### src/rsscp_pkg.sv
// Purpose: Shared constants for the reset sources and startup counter.
// Assumes: APB with 32-bit data, one aligned word per register.
// Notes:   Offsets are byte addresses.
package rsscp_pkg;
  // ----------------------------------------------------------------
  // Register map
  // ----------------------------------------------------------------
  localparam logic [7:0] OFF_CAUSE = 8'h00;
  localparam logic [7:0] OFF_IRQ_STAT = 8'h04;
  localparam logic [7:0] OFF_IRQ_CLR = 8'h08;
  localparam logic [7:0] OFF_IRQ_EN = 8'h0C;
  localparam logic [7:0] OFF_CTRL = 8'h10;
  localparam logic [7:0] OFF_STATE = 8'h14;
  localparam logic [7:0] OFF_SERVICE = 8'h18;
  // ----------------------------------------------------------------
  // Cause and event bit positions
  // ----------------------------------------------------------------
  localparam int CAUSE_W = 6;
  localparam int B_POWERUP = 0;
  localparam int B_PIN = 1;
  localparam int B_WDOG = 2;
  localparam int B_BAD_OP = 3;
  localparam int B_BAD_FETCH = 4;
  localparam int B_UNDERV = 5;
  // Control register bits
  localparam int B_STOP_ALLOWED = 0;
  localparam int B_SHORT_STOP_REC = 1;
  localparam logic [1:0] CTRL_RESET = 2'h0;
  // ----------------------------------------------------------------
  // Startup counter
  // ----------------------------------------------------------------
  localparam int SC_STAGES = 12;
  localparam int SVC_CLR_LO = 4;
  localparam int SVC_CLR_HI = 11;
  localparam logic [11:0] RELEASE_CYC = 12'h040;
  localparam logic [11:0] SHORT_REC_CYC = 12'h020;
  // ----------------------------------------------------------------
  // Core opcodes
  // ----------------------------------------------------------------
  localparam logic [7:0] OP_STOP = 8'h8E;
  localparam logic [7:0] OP_HOLE_0 = 8'h32;
  localparam logic [7:0] OP_HOLE_1 = 8'h3E;
  localparam logic [7:0] OP_HOLE_2 = 8'h82;
  localparam logic [7:0] OP_HOLE_3 = 8'h8D;
  localparam logic [7:0] OP_HOLE_4 = 8'h96;
  localparam logic [7:0] OP_HOLE_5 = 8'hAC;
  // ----------------------------------------------------------------
  // Sequencer states
  // ----------------------------------------------------------------
  typedef enum logic [5:0] {
    ST_POWERUP = 6'h01,
    ST_HOLD = 6'h02,
    ST_RELEASE = 6'h04,
    ST_RUN = 6'h08,
    ST_STOPPED = 6'h10,
    ST_RECOVER = 6'h20
  } rsscp_state_t;
endpackage

### src/rsscp_top.sv
// Purpose: Internal reset sources, reset pin driver and startup counter.
// Assumes: All inputs synchronous to clk_sys; clk_sys is the internal
//          timebase clock.
// Notes:   The startup counter runs on the falling edge of clk_sys.
//
// The implementer's own choices: the placing of the registers and register access over APB.
`timescale 1ns/1ps
// What this block does
// - Watchdog overflow resets the chip and records the watchdog cause.
// - Every internal reset source drives the reset pin low.
// - Any service write clears watchdog and startup stages 12 to 5.
// - Startup counter ticks the watchdog at most every 4096-16 cycles.
// - Watchdog disabled only by qualified test high voltage on pins.
// - Illegal opcodes set the bad opcode cause and reset the chip.
// - Stop with stop not allowed counts as an illegal opcode.
// - Opcode fetch from unmapped space sets bad fetch cause and resets.
// - Data reads from unmapped space cause nothing.
// - Undervoltage: pin low 4096 cycles, core freed 64 cycles later.
// - Twelve counting stages plus a thirteenth that wraps and ticks.
// - Startup counter advances on the falling clock edge.
// - Bus clocks wait for the startup counter after power-up and stop.
// - Power-up signal initialises startup logic, then enables oscillator.
// - Executing stop clears the startup counter.
// - Stop wake waits 32 cycles if short recovery, else 4096.
// - External reset pin alone leaves the startup counter alone.
// - Startup counter runs freely after every reset state.
module rsscp_top #(
  parameter int WDOG_W = 6
) (
  input wire logic clk_sys,
  input wire logic reset_n,
  input wire logic psel,
  input wire logic penable,
  input wire logic pwrite,
  input wire logic [7:0] paddr,
  input wire logic [31:0] pwdata,
  output logic [31:0] prdata,
  output logic pready,
  output logic pslverr,
  input wire logic core_op_valid,
  input wire logic [7:0] core_opcode,
  input wire logic core_opcode_fetch,
  input wire logic core_addr_unmapped,
  input wire logic core_wake,
  input wire logic monitor_mode,
  input wire logic break_state,
  input wire logic test_high_voltage_rst,
  input wire logic test_high_voltage_irq,
  input wire logic undervoltage,
  input wire logic powerup_reset_signal,
  input wire logic rst_pin_i,
  output logic rst_pin_o,
  output logic rst_pin_oe,
  output logic core_reset_n,
  output logic internal_bus_clocks_en,
  output logic osc_enable,
  output logic irq
);
  // Refused at elaboration: the watchdog needs at least one stage
  if (WDOG_W < 1 || WDOG_W > 16)
  begin
    $error("WDOG_W must lie in 1..16");
  end

  // ----------------------------------------------------------------
  // Declarations
  // ----------------------------------------------------------------
  localparam int CW = rsscp_pkg::CAUSE_W;
  rsscp_pkg::rsscp_state_t st_q, st_d;
  logic [rsscp_pkg::SC_STAGES-1:0] sc_q;
  logic sc_tick_q;
  logic sc_clr_q, sc_clr_d;
  logic svc_q;
  logic [WDOG_W-1:0] wd_q;
  logic [CW-1:0] cause_q, cause_d;
  logic [CW-1:0] irq_stat_q, irq_en_q;
  logic [1:0] ctrl_q;
  logic pin_prev_q;
  logic [31:0] rdata_d;

  // ----------------------------------------------------------------
  // Decoding
  // ----------------------------------------------------------------
  function automatic logic op_is_hole(input logic [7:0] op);
    op_is_hole = (op == rsscp_pkg::OP_HOLE_0) ||
                 (op == rsscp_pkg::OP_HOLE_1) ||
                 (op == rsscp_pkg::OP_HOLE_2) ||
                 (op == rsscp_pkg::OP_HOLE_3) ||
                 (op == rsscp_pkg::OP_HOLE_4) ||
                 (op == rsscp_pkg::OP_HOLE_5);
  endfunction

  function automatic logic in_state(input rsscp_pkg::rsscp_state_t a,
                                    input rsscp_pkg::rsscp_state_t b);
    in_state = (a == b);
  endfunction

  wire acc = psel && penable;
  wire wr = acc && pwrite;
  wire hit_cause = paddr == rsscp_pkg::OFF_CAUSE;
  wire hit_stat = paddr == rsscp_pkg::OFF_IRQ_STAT;
  wire hit_clr = paddr == rsscp_pkg::OFF_IRQ_CLR;
  wire hit_en = paddr == rsscp_pkg::OFF_IRQ_EN;
  wire hit_ctrl = paddr == rsscp_pkg::OFF_CTRL;
  wire hit_state = paddr == rsscp_pkg::OFF_STATE;
  wire hit_svc = paddr == rsscp_pkg::OFF_SERVICE;
  wire mapped = hit_cause | hit_stat | hit_clr | hit_en | hit_ctrl |
                hit_state | hit_svc;
  wire svc_wr = wr && hit_svc;

  wire stop_allowed = ctrl_q[rsscp_pkg::B_STOP_ALLOWED];
  wire short_rec = ctrl_q[rsscp_pkg::B_SHORT_STOP_REC];
  wire running = in_state(st_q, rsscp_pkg::ST_RUN);
  wire is_stop = core_op_valid && core_opcode == rsscp_pkg::OP_STOP;
  // Stop is illegal unless the option allows it
  wire bad_op = running && core_op_valid &&
                (op_is_hole(core_opcode) ||
                 (is_stop && !stop_allowed));
  // Only opcode fetches count; data reads from holes are ignored
  wire bad_fetch = running && core_opcode_fetch &&
                   core_addr_unmapped;
  wire go_stop = running && is_stop && stop_allowed;
  // Purely combinational so noise cannot latch the watchdog off
  wire wd_disable = (monitor_mode &&
                     (test_high_voltage_rst || test_high_voltage_irq)) ||
                    (break_state && test_high_voltage_rst);
  wire wd_timeout = !wd_disable && sc_tick_q && (&wd_q);
  wire wd_event = running && wd_timeout;
  wire uv_event = undervoltage &&
                  !in_state(st_q, rsscp_pkg::ST_POWERUP) &&
                  !in_state(st_q, rsscp_pkg::ST_HOLD);
  wire pin_event = pin_prev_q && !rst_pin_i && !rst_pin_oe;
  wire int_reset = uv_event || wd_event || bad_op || bad_fetch;
  // The counter is cleared half a cycle after a wait starts, so each wait
  // ends on the count just before its target, not on the count itself
  wire sc_last = &sc_q;
  wire [rsscp_pkg::SC_STAGES-1:0] sc_next = sc_q + 1'b1;

  // ----------------------------------------------------------------
  // Startup counter (falling edge)
  // ----------------------------------------------------------------
  // Twelve stages wrap into a thirteenth that ticks the watchdog. A
  // service write clears only the upper stages, so the next tick is at
  // least 4096-16 cycles away. The reset pin is not an input here.
  always_ff @(negedge clk_sys or negedge reset_n)
  begin
    if (!reset_n)
    begin
      sc_q <= '0;
      sc_tick_q <= 1'b0;
    end
    else if (powerup_reset_signal || sc_clr_q)
    begin
      sc_q <= '0;
      sc_tick_q <= 1'b0;
    end
    else if (svc_q)
    begin
      sc_q[rsscp_pkg::SVC_CLR_HI:rsscp_pkg::SVC_CLR_LO] <= '0;
      sc_tick_q <= 1'b0;
    end
    else
    begin
      sc_q <= sc_q + 1'b1;
      sc_tick_q <= &sc_q;
    end
  end

  // ----------------------------------------------------------------
  // Reset and recovery sequencer
  // ----------------------------------------------------------------
  always_comb
  begin
    st_d = st_q;
    sc_clr_d = 1'b0;
    case (st_q)
      rsscp_pkg::ST_POWERUP:
        if (!powerup_reset_signal)
        begin
          st_d = rsscp_pkg::ST_HOLD;
          sc_clr_d = 1'b1;
        end
      rsscp_pkg::ST_HOLD:
        if (sc_last)
          st_d = rsscp_pkg::ST_RELEASE;
      rsscp_pkg::ST_RELEASE:
        if (sc_next == rsscp_pkg::RELEASE_CYC)
          st_d = rsscp_pkg::ST_RUN;
      rsscp_pkg::ST_RUN:
        if (int_reset)
        begin
          st_d = rsscp_pkg::ST_HOLD;
          sc_clr_d = 1'b1;
        end
        else if (go_stop)
        begin
          st_d = rsscp_pkg::ST_STOPPED;
          sc_clr_d = 1'b1;
        end
      rsscp_pkg::ST_STOPPED:
      begin
        sc_clr_d = 1'b1;
        if (core_wake || !rst_pin_i)
          st_d = rsscp_pkg::ST_RECOVER;
      end
      rsscp_pkg::ST_RECOVER:
        if (short_rec ? (sc_next == rsscp_pkg::SHORT_REC_CYC) : sc_last)
          st_d = rsscp_pkg::ST_RUN;
      default:
        st_d = rsscp_pkg::ST_POWERUP;
    endcase
    if (powerup_reset_signal)
      st_d = rsscp_pkg::ST_POWERUP;
    else if (uv_event)
    begin
      st_d = rsscp_pkg::ST_HOLD;
      sc_clr_d = 1'b1;
    end
  end

  always_ff @(posedge clk_sys or negedge reset_n)
  begin
    if (!reset_n)
    begin
      st_q <= rsscp_pkg::ST_POWERUP;
      sc_clr_q <= 1'b0;
      svc_q <= 1'b0;
      pin_prev_q <= 1'b1;
    end
    else
    begin
      st_q <= st_d;
      sc_clr_q <= sc_clr_d;
      svc_q <= svc_wr;
      pin_prev_q <= rst_pin_i;
    end
  end

  // ----------------------------------------------------------------
  // Liveness watchdog
  // ----------------------------------------------------------------
  always_ff @(posedge clk_sys or negedge reset_n)
  begin
    if (!reset_n)
      wd_q <= '0;
    else if (wd_disable || svc_wr || !running)
      wd_q <= '0;
    else if (sc_tick_q)
      wd_q <= wd_q + 1'b1;
  end

  // ----------------------------------------------------------------
  // Reset cause register
  // ----------------------------------------------------------------
  // A new reset replaces the old causes; simultaneous causes all show, but power-up shows alone.
  always_comb
  begin
    cause_d = cause_q;
    if (powerup_reset_signal)
    begin
      cause_d = '0;
      cause_d[rsscp_pkg::B_POWERUP] = 1'b1;
    end
    else if (int_reset || pin_event)
    begin
      cause_d = '0;
      cause_d[rsscp_pkg::B_UNDERV] = uv_event;
      cause_d[rsscp_pkg::B_WDOG] = wd_event;
      cause_d[rsscp_pkg::B_BAD_OP] = bad_op;
      cause_d[rsscp_pkg::B_BAD_FETCH] = bad_fetch;
      cause_d[rsscp_pkg::B_PIN] = pin_event;
    end
  end

  wire [CW-1:0] clr_bits = (wr && hit_clr) ? pwdata[CW-1:0] : '0;
  // A repeated cause is still a new event for the sticky status bits
  wire new_reset = (int_reset || pin_event) && !powerup_reset_signal;
  wire [CW-1:0] ev_bits = new_reset ? cause_d : (cause_d & ~cause_q);

  always_ff @(posedge clk_sys or negedge reset_n)
  begin
    if (!reset_n)
    begin
      cause_q <= '0;
      irq_stat_q <= '0;
      irq_en_q <= '0;
      ctrl_q <= rsscp_pkg::CTRL_RESET;
    end
    else
    begin
      cause_q <= cause_d;
      // A new event wins over a clear in the same cycle
      irq_stat_q <= (irq_stat_q & ~clr_bits) | ev_bits;
      if (wr && hit_en)
        irq_en_q <= pwdata[CW-1:0];
      if (wr && hit_ctrl)
        ctrl_q <= pwdata[1:0];
    end
  end

  // ----------------------------------------------------------------
  // APB read path and outputs
  // ----------------------------------------------------------------
  assign rdata_d = hit_cause ? {{(32-CW){1'b0}}, cause_q} :
                   hit_stat ? {{(32-CW){1'b0}}, irq_stat_q} :
                   hit_en ? {{(32-CW){1'b0}}, irq_en_q} :
                   hit_ctrl ? {30'h0, ctrl_q} :
                   hit_state ? {14'h0, st_q, sc_q} :
                   32'h0;

  always_ff @(posedge clk_sys or negedge reset_n)
  begin
    if (!reset_n)
      prdata <= 32'h0;
    else if (psel && !penable && !pwrite)
      prdata <= rdata_d;
  end

  assign pready = 1'b1;
  assign pslverr = acc && !mapped;
  assign irq = |(irq_stat_q & irq_en_q);
  // Internal sources pull the pin low for the whole hold period
  assign rst_pin_oe = in_state(st_q, rsscp_pkg::ST_HOLD);
  assign rst_pin_o = 1'b0;
  // Stop and its recovery leave the core out of reset; only reset states
  // and the pin hold it
  assign core_reset_n = rst_pin_i &&
                        !in_state(st_q, rsscp_pkg::ST_POWERUP) &&
                        !in_state(st_q, rsscp_pkg::ST_HOLD) &&
                        !in_state(st_q, rsscp_pkg::ST_RELEASE);
  assign internal_bus_clocks_en = running;
  assign osc_enable = !in_state(st_q, rsscp_pkg::ST_POWERUP);

  // ----------------------------------------------------------------
  // Assertions
  // ----------------------------------------------------------------
  a_wdog_cause_set: assert property (
    @(posedge clk_sys) disable iff (!reset_n)
    wd_event && !powerup_reset_signal |=>
      cause_q[rsscp_pkg::B_WDOG] && st_q == rsscp_pkg::ST_HOLD)
    else $error("watchdog overflow did not reset");

  a_pin_driven_low: assert property (
    @(posedge clk_sys) disable iff (!reset_n)
    int_reset && !powerup_reset_signal |=> rst_pin_oe && !rst_pin_o)
    else $error("reset pin not driven on internal reset");

  a_service_clears_wd: assert property (
    @(posedge clk_sys) disable iff (!reset_n)
    svc_wr |=> wd_q == '0 ##0
      sc_q[rsscp_pkg::SVC_CLR_HI:rsscp_pkg::SVC_CLR_LO] == '0)
    else $error("service write did not clear counters");

  a_wdog_disabled: assert property (
    @(posedge clk_sys) disable iff (!reset_n)
    monitor_mode && test_high_voltage_irq |=> wd_q == '0)
    else $error("watchdog ran while disabled");

  a_stop_illegal: assert property (
    @(posedge clk_sys) disable iff (!reset_n)
    running && is_stop && !stop_allowed && !powerup_reset_signal |=>
      cause_q[rsscp_pkg::B_BAD_OP] && core_reset_n == 1'b0)
    else $error("forbidden stop did not reset");

  a_data_read_quiet: assert property (
    @(posedge clk_sys) disable iff (!reset_n)
    running && core_addr_unmapped && !core_opcode_fetch &&
      !core_op_valid && !undervoltage && !wd_timeout && !powerup_reset_signal
      |=> $stable(cause_q) && running)
    else $error("data read from hole caused a reset");

  a_hold_then_release: assert property (
    @(posedge clk_sys) disable iff (!reset_n)
    st_q == rsscp_pkg::ST_HOLD && sc_last && !powerup_reset_signal &&
      !undervoltage |=> st_q == rsscp_pkg::ST_RELEASE && !rst_pin_oe &&
      !core_reset_n)
    else $error("hold did not end on counter wrap");

  a_short_recovery: assert property (
    @(posedge clk_sys) disable iff (!reset_n)
    st_q == rsscp_pkg::ST_RECOVER && short_rec &&
      sc_next == rsscp_pkg::SHORT_REC_CYC && !powerup_reset_signal &&
      !undervoltage |=> internal_bus_clocks_en)
    else $error("short stop recovery missed");
endmodule

### config.mk
export PLATFORM = sky130hd
export DESIGN_NAME = rsscp_top
export DESIGN_NICKNAME = d
export VERILOG_FILES = /design/src/rsscp_pkg.sv /design/src/rsscp_top.sv
export SDC_FILE = /design/constraint.sdc
export NUM_CORES = 1
export LEC_CHECK = 0
export ABC_AREA = 1
export BUFFER_PORTS_ARGS = -buffer_cell sky130_fd_sc_hd__buf_2
export CAP_MARGIN = 25
export CELL_PAD_IN_SITES_DETAIL_PLACEMENT = 2
export CELL_PAD_IN_SITES_GLOBAL_PLACEMENT = 2
export CORE_MARGIN = 5
export CORE_UTILIZATION = 29
export DETAILED_ROUTE_END_ITERATION = 7
export PLACE_DENSITY_LB_ADDON = 0.08
export SYNTH_ARGS = -nofsm -noshare
export SYNTH_HDL_FRONTEND = slang
export SYNTH_SLANG_ARGS = --single-unit
### constraint.sdc
create_clock -name clk_sys -period 2.3 [get_ports clk_sys]
set_clock_uncertainty 0.1 [all_clocks]
set_input_delay 0.69 -clock clk_sys [delete_from_list [all_inputs] [get_ports clk_sys]]
set_output_delay 0.69 -clock clk_sys [all_outputs]
set_load 0.005 [all_outputs]
# ---- Word level (Yosys, flattened, before mapping)
# Index checks and enable logic that the tools add are counted.
dict set report op_classes {
  reduce_logical 63
  n_addsub 2
  n_bitwise 12
  muxes 32
  eq_ne 27
}
# operator count
set op_table {}
lappend op_table {{two-way mux 18 bit} 5}
lappend op_table {{two-way mux 6 bit} 14}
lappend op_table {{equality test 8 bit (second input constant)} 5}
lappend op_table {{one-hot mux 6 bit (6 select lines)} 1}
lappend op_table {{logical AND 1 bit} 30}
lappend op_table {{equality test 8 x 5 -> 1 bit (second input constant)} 3}
lappend op_table {{AND 6 bit} 3}
lappend op_table {{equality test 8 x 4 -> 1 bit (second input constant)} 2}
lappend op_table {{equality test 8 x 6 -> 1 bit (second input constant)} 2}
lappend op_table {{logical OR 1 bit} 16}
lappend op_table {{adder 12 x 1 -> 12 bit (second input constant)} 1}
lappend op_table {{equality test 12 x 6 -> 1 bit (second input constant)} 1}
lappend op_table {{equality test 12 x 7 -> 1 bit (second input constant)} 1}
lappend op_table {{two-way mux 12 bit} 1}
lappend op_table {{!= test 4 bit (second input constant)} 3}
lappend op_table {{NOT 6 bit} 2}
lappend op_table {{AND reduction 12 bit} 1}
lappend op_table {{logical NOT 1 bit} 11}
lappend op_table {{equality test 8 x 3 -> 1 bit (second input constant)} 1}
lappend op_table {{logical NOT 8 bit} 1}
lappend op_table {{two-way mux 1 bit} 8}
lappend op_table {{two-way mux 8 bit} 1}
lappend op_table {{adder 6 x 1 -> 6 bit (second input constant)} 1}
lappend op_table {{equality test 6 x 1 -> 1 bit (second input constant)} 1}
lappend op_table {{other kinds (16)} 21}
dict set report word_totals {
  out_inout_bits 40
  inputBits 64
  reg_bits 80
}

# ---- Logic depth before layout (Yosys ltp)
dict set report logic_depth {
  word_depth 16
  depth_mapped 16
}

==> impl_metrics.ini <==
[placed_design]
finalWeightedCongestion = 0.816
pre_cts_slack_ns = -0.860
portBuffers = 61
placed_cell_area_um2 = 4850
dp_hpwl_um = 10800

[floorplanning]
fp.dieW_um = 125
rows = 42
fp.dieH_um = 125
io_pins = 104
die-area_um2 = 15700
initial_utilization = 0.293
core_area_um2 = 13100

[sta]
slew_viol_final = 0
finalSetupViolations = 24
hold_viol_final = 0
setup_slack_ns = -0.796
rsz0062_at_grt = yes

[global_routing]
grt_max_degree = 36
busiest_layer = met2
grt_overflow = 0
grtUsageMet1 = 0.226
grt_pass1_wl_um = 23300
gr-usage-met2 = 0.324
grt_pass1_vias = 4574
use_met3 = 0.0286
grt_antenna_before_repair = 0
grt_usage = 0.185

[routing]
drc_errors = 0
wl_um = 14800
wl_per_cell_um = 17.4
drt_pass1_iterations = 4
via_per_inst = 4.75
drt_iter0_drc = 100
vias = 4034
antenna_left = 0

[yosys]
synth_cell_type_count = 37
syn-cell-area_um2 = 3850
synth_seq_cells = 66
synth_top_family_by_area = simple AND/OR/NAND/NOR gates
synth_xor_area_frac = 0.0114
syn_inst = 516
synth-simple-area-share = 0.336
avgSynthCellArea_um2 = 7.47
synth_edf_count = 0
ys.warnings.count = 0
synth_flop_cell = dfrtp_1
synth_mux_area_frac = 0.00260
synthAdderAreaFrac = 0.00649
async_reset_ff_frac = 1.00
synth_compound_area_frac = 0.102
synth-seq-area-share = 0.429

[cts]
cts_made_buffers = 9
clkSinkCount = 66
htreeDepth = 3
cts_root_buf = clkbuf_16
clk_latency_ns = 0.35
clock_path_buffers = 2
cts_tree = yes
clkTransAtPathRegs_ns = 0.06

[worst_setup_path]
start_kind = flop
crit_chain = ha_4 -> nand2_4 -> nor2_4 -> nand2_1 -> nand2_1 -> nand2_2 -> o21ai_2 -> nand2_1 -> nor2_1 -> nand2_1 -> nand2_2 -> nand2_2 -> nand2_1 -> nand2_1
r2r-end = st_q[4]
reg2reg_from = sc_q[1]
crit_buf_inv = 0
critPathMaxStageDelay_ns = 0.49
cp_top_family = simple AND/OR/NAND/NOR gates
reg2reg_slack_ns = -0.80
cp-end-kind = flop
worst-r2r-cell-count = 14
path_common_cell = nand2_1
crit_fanout = 5
worstPathArrival_ns = 3.24
critPathRequiredTime_ns = 2.44
cpMaxStageDelayCell = dfrtn_1
crit_type = flop to flop

[run_status]
violations = negative setup slack
status = complete, but fails checks

[final_layout]
area_growth_pct = 49.5
fill_cells = 1520
design_area_um2 = 5760
fin_nets = 734
final_layout_size_suffix_gt1_frac = 0.400
num_antenna_cells = 0

[job]
drv_cap = 0

[hold_path]
hp-class = input pin to async pin

[power]
power_leakage_uw = 0.00292
finalPower_uw = 3570
p_per_area_nw_per_um2 = 620
max-vdd-ir-drop_v = 0.000291
[power by group]
| group | switching, µW | internal [µW] |
|---|---|---|
| logic | 502 | 351 |
| registers | 75.7 | 1230 |
| clock network | 550 | 865 |
| total | 1130 | 2440 |
[kinds of logic after synthesis]
family,Yosys count
DFF,66
adders and majority gates,2
and+or+nand+nor,275
buffers and inverters,97
muxes,1
other,2
AOI/OAI and AO/OA,68
xor gates and xnor gates,5
[layout make-up]
type,count,area [µm²],share of cell area
clock buffers,11,243,0.0421
flip-flops and latches,66,1650,0.287
repair buffers,150,1050,0.182
well taps,176,220,0.0382
inverters,74,290,0.0504
clock inverters,5,53.8,0.00934
multi-input cells,367,2250,0.391
[metrics by stage]
stage | util | instances | setup TNS, ns | hold slack, ns
detailed placement | 0.369 | 809 | -10.29 | 0.351
global route | 0.439 | 849 | -9.57 | 0.205
floorplan | - | 530 | -4.81 | 0.294
finish | 0.439 | 849 | -7.53 | 0.195
global placement | 0.369 | 809 | -9.74 | 0.344
CTS | 0.417 | 836 | -7.35 | 0.188
[worst register-to-register path, cell delays in order, from the launching register on]
cell     delay (ns)
dfrtn_1        0.49
ha_4           0.18
nand2_4        0.08
nor2_4         0.15
nand2_1        0.08
nand2_1        0.08
nand2_2        0.09
o21ai_2        0.12
nand2_1        0.06
nor2_1         0.08
nand2_1        0.07
nand2_2        0.10
nand2_2        0.06
nand2_1        0.06
nand2_1        0.04
[how the worst max path moves through the flow]
stage	slack [ns]	startpoint	to	cells after the start
2_1_floorplan	-0.57	sc_q[1]	st_q[4]	14
3_3_place_gp	-0.79	sc_q[1]	st_q[4]	16
3_5_place_dp	-0.86	sc_q[1]	st_q[4]	16
4_1_cts	-0.78	sc_q[0]	st_q[4]	14
5_1_grt	-0.95	sc_q[1]	st_q[4]	14
6_report	-0.80	sc_q[1]	st_q[4]	14
[synthesized netlist by cell type (8+ instances only)]
library cell,instances,area (µm²)
o31ai_1,11,82.6
nor2_4,8,90.1
nand3_1,45,225
dfrtp_1,51,1280
nand4_1,9,56.3
o21ai_0,28,140
nor2_1,46,173
nand2_1,135,507
buf_4,16,120
a21oi_1,13,65.1
dfrtn_1,13,325
inv_1,71,267
[placed cells by master (no fill, tap or decap), types with 16 or more instances in the layout]
| cell type | Yosys | layout |
|---|---|---|
| nand2_1 | 135 | 117 |
| buf_4 | 16 | 73 |
| inv_1 | 71 | 63 |
| buf_2 | 0 | 60 |
| dfrtp_1 | 51 | 51 |
| nand3_1 | 45 | 36 |
| nor2_1 | 46 | 36 |
| o21ai_0 | 28 | 22 |
| nand2_2 | 7 | 17 |
| conb_1 | 2 | 16 |
| buf_6 | 0 | 16 |
[layer usage]
| metal | vias to the layer above | wire (µm) |
|---|---|---|
| met5 | - | 0 |
| met4 | 0 | 292 |
| met3 | 18 | 291 |
| met2 | 50 | 7840 |
| met1 | 2012 | 6380 |
| li1 | 1954 | - |
[registers in the layout, indices dropped and copies added, names as in the netlist]
name,cells
prdata,18
sc_q,12
cause_q,6
irq_en_q,6
irq_stat_q,6
st_q,6
wd_q,6
ctrl_q,2
pin_prev_q,1
sc_clr_q,1
sc_tick_q,1
svc_q,1
[what timing repair did]
item | CTS | global route
buffers inserted | 11 | 17
hold endpoints to repair | 0 | 0
endpoints found under the setup margin | 31 | 41
hold buffers | 0 | 0
gates resized for setup | 62 | 50
pin swaps | 22 | 27
No activity file was read; power rests on OpenSTA's default activity.
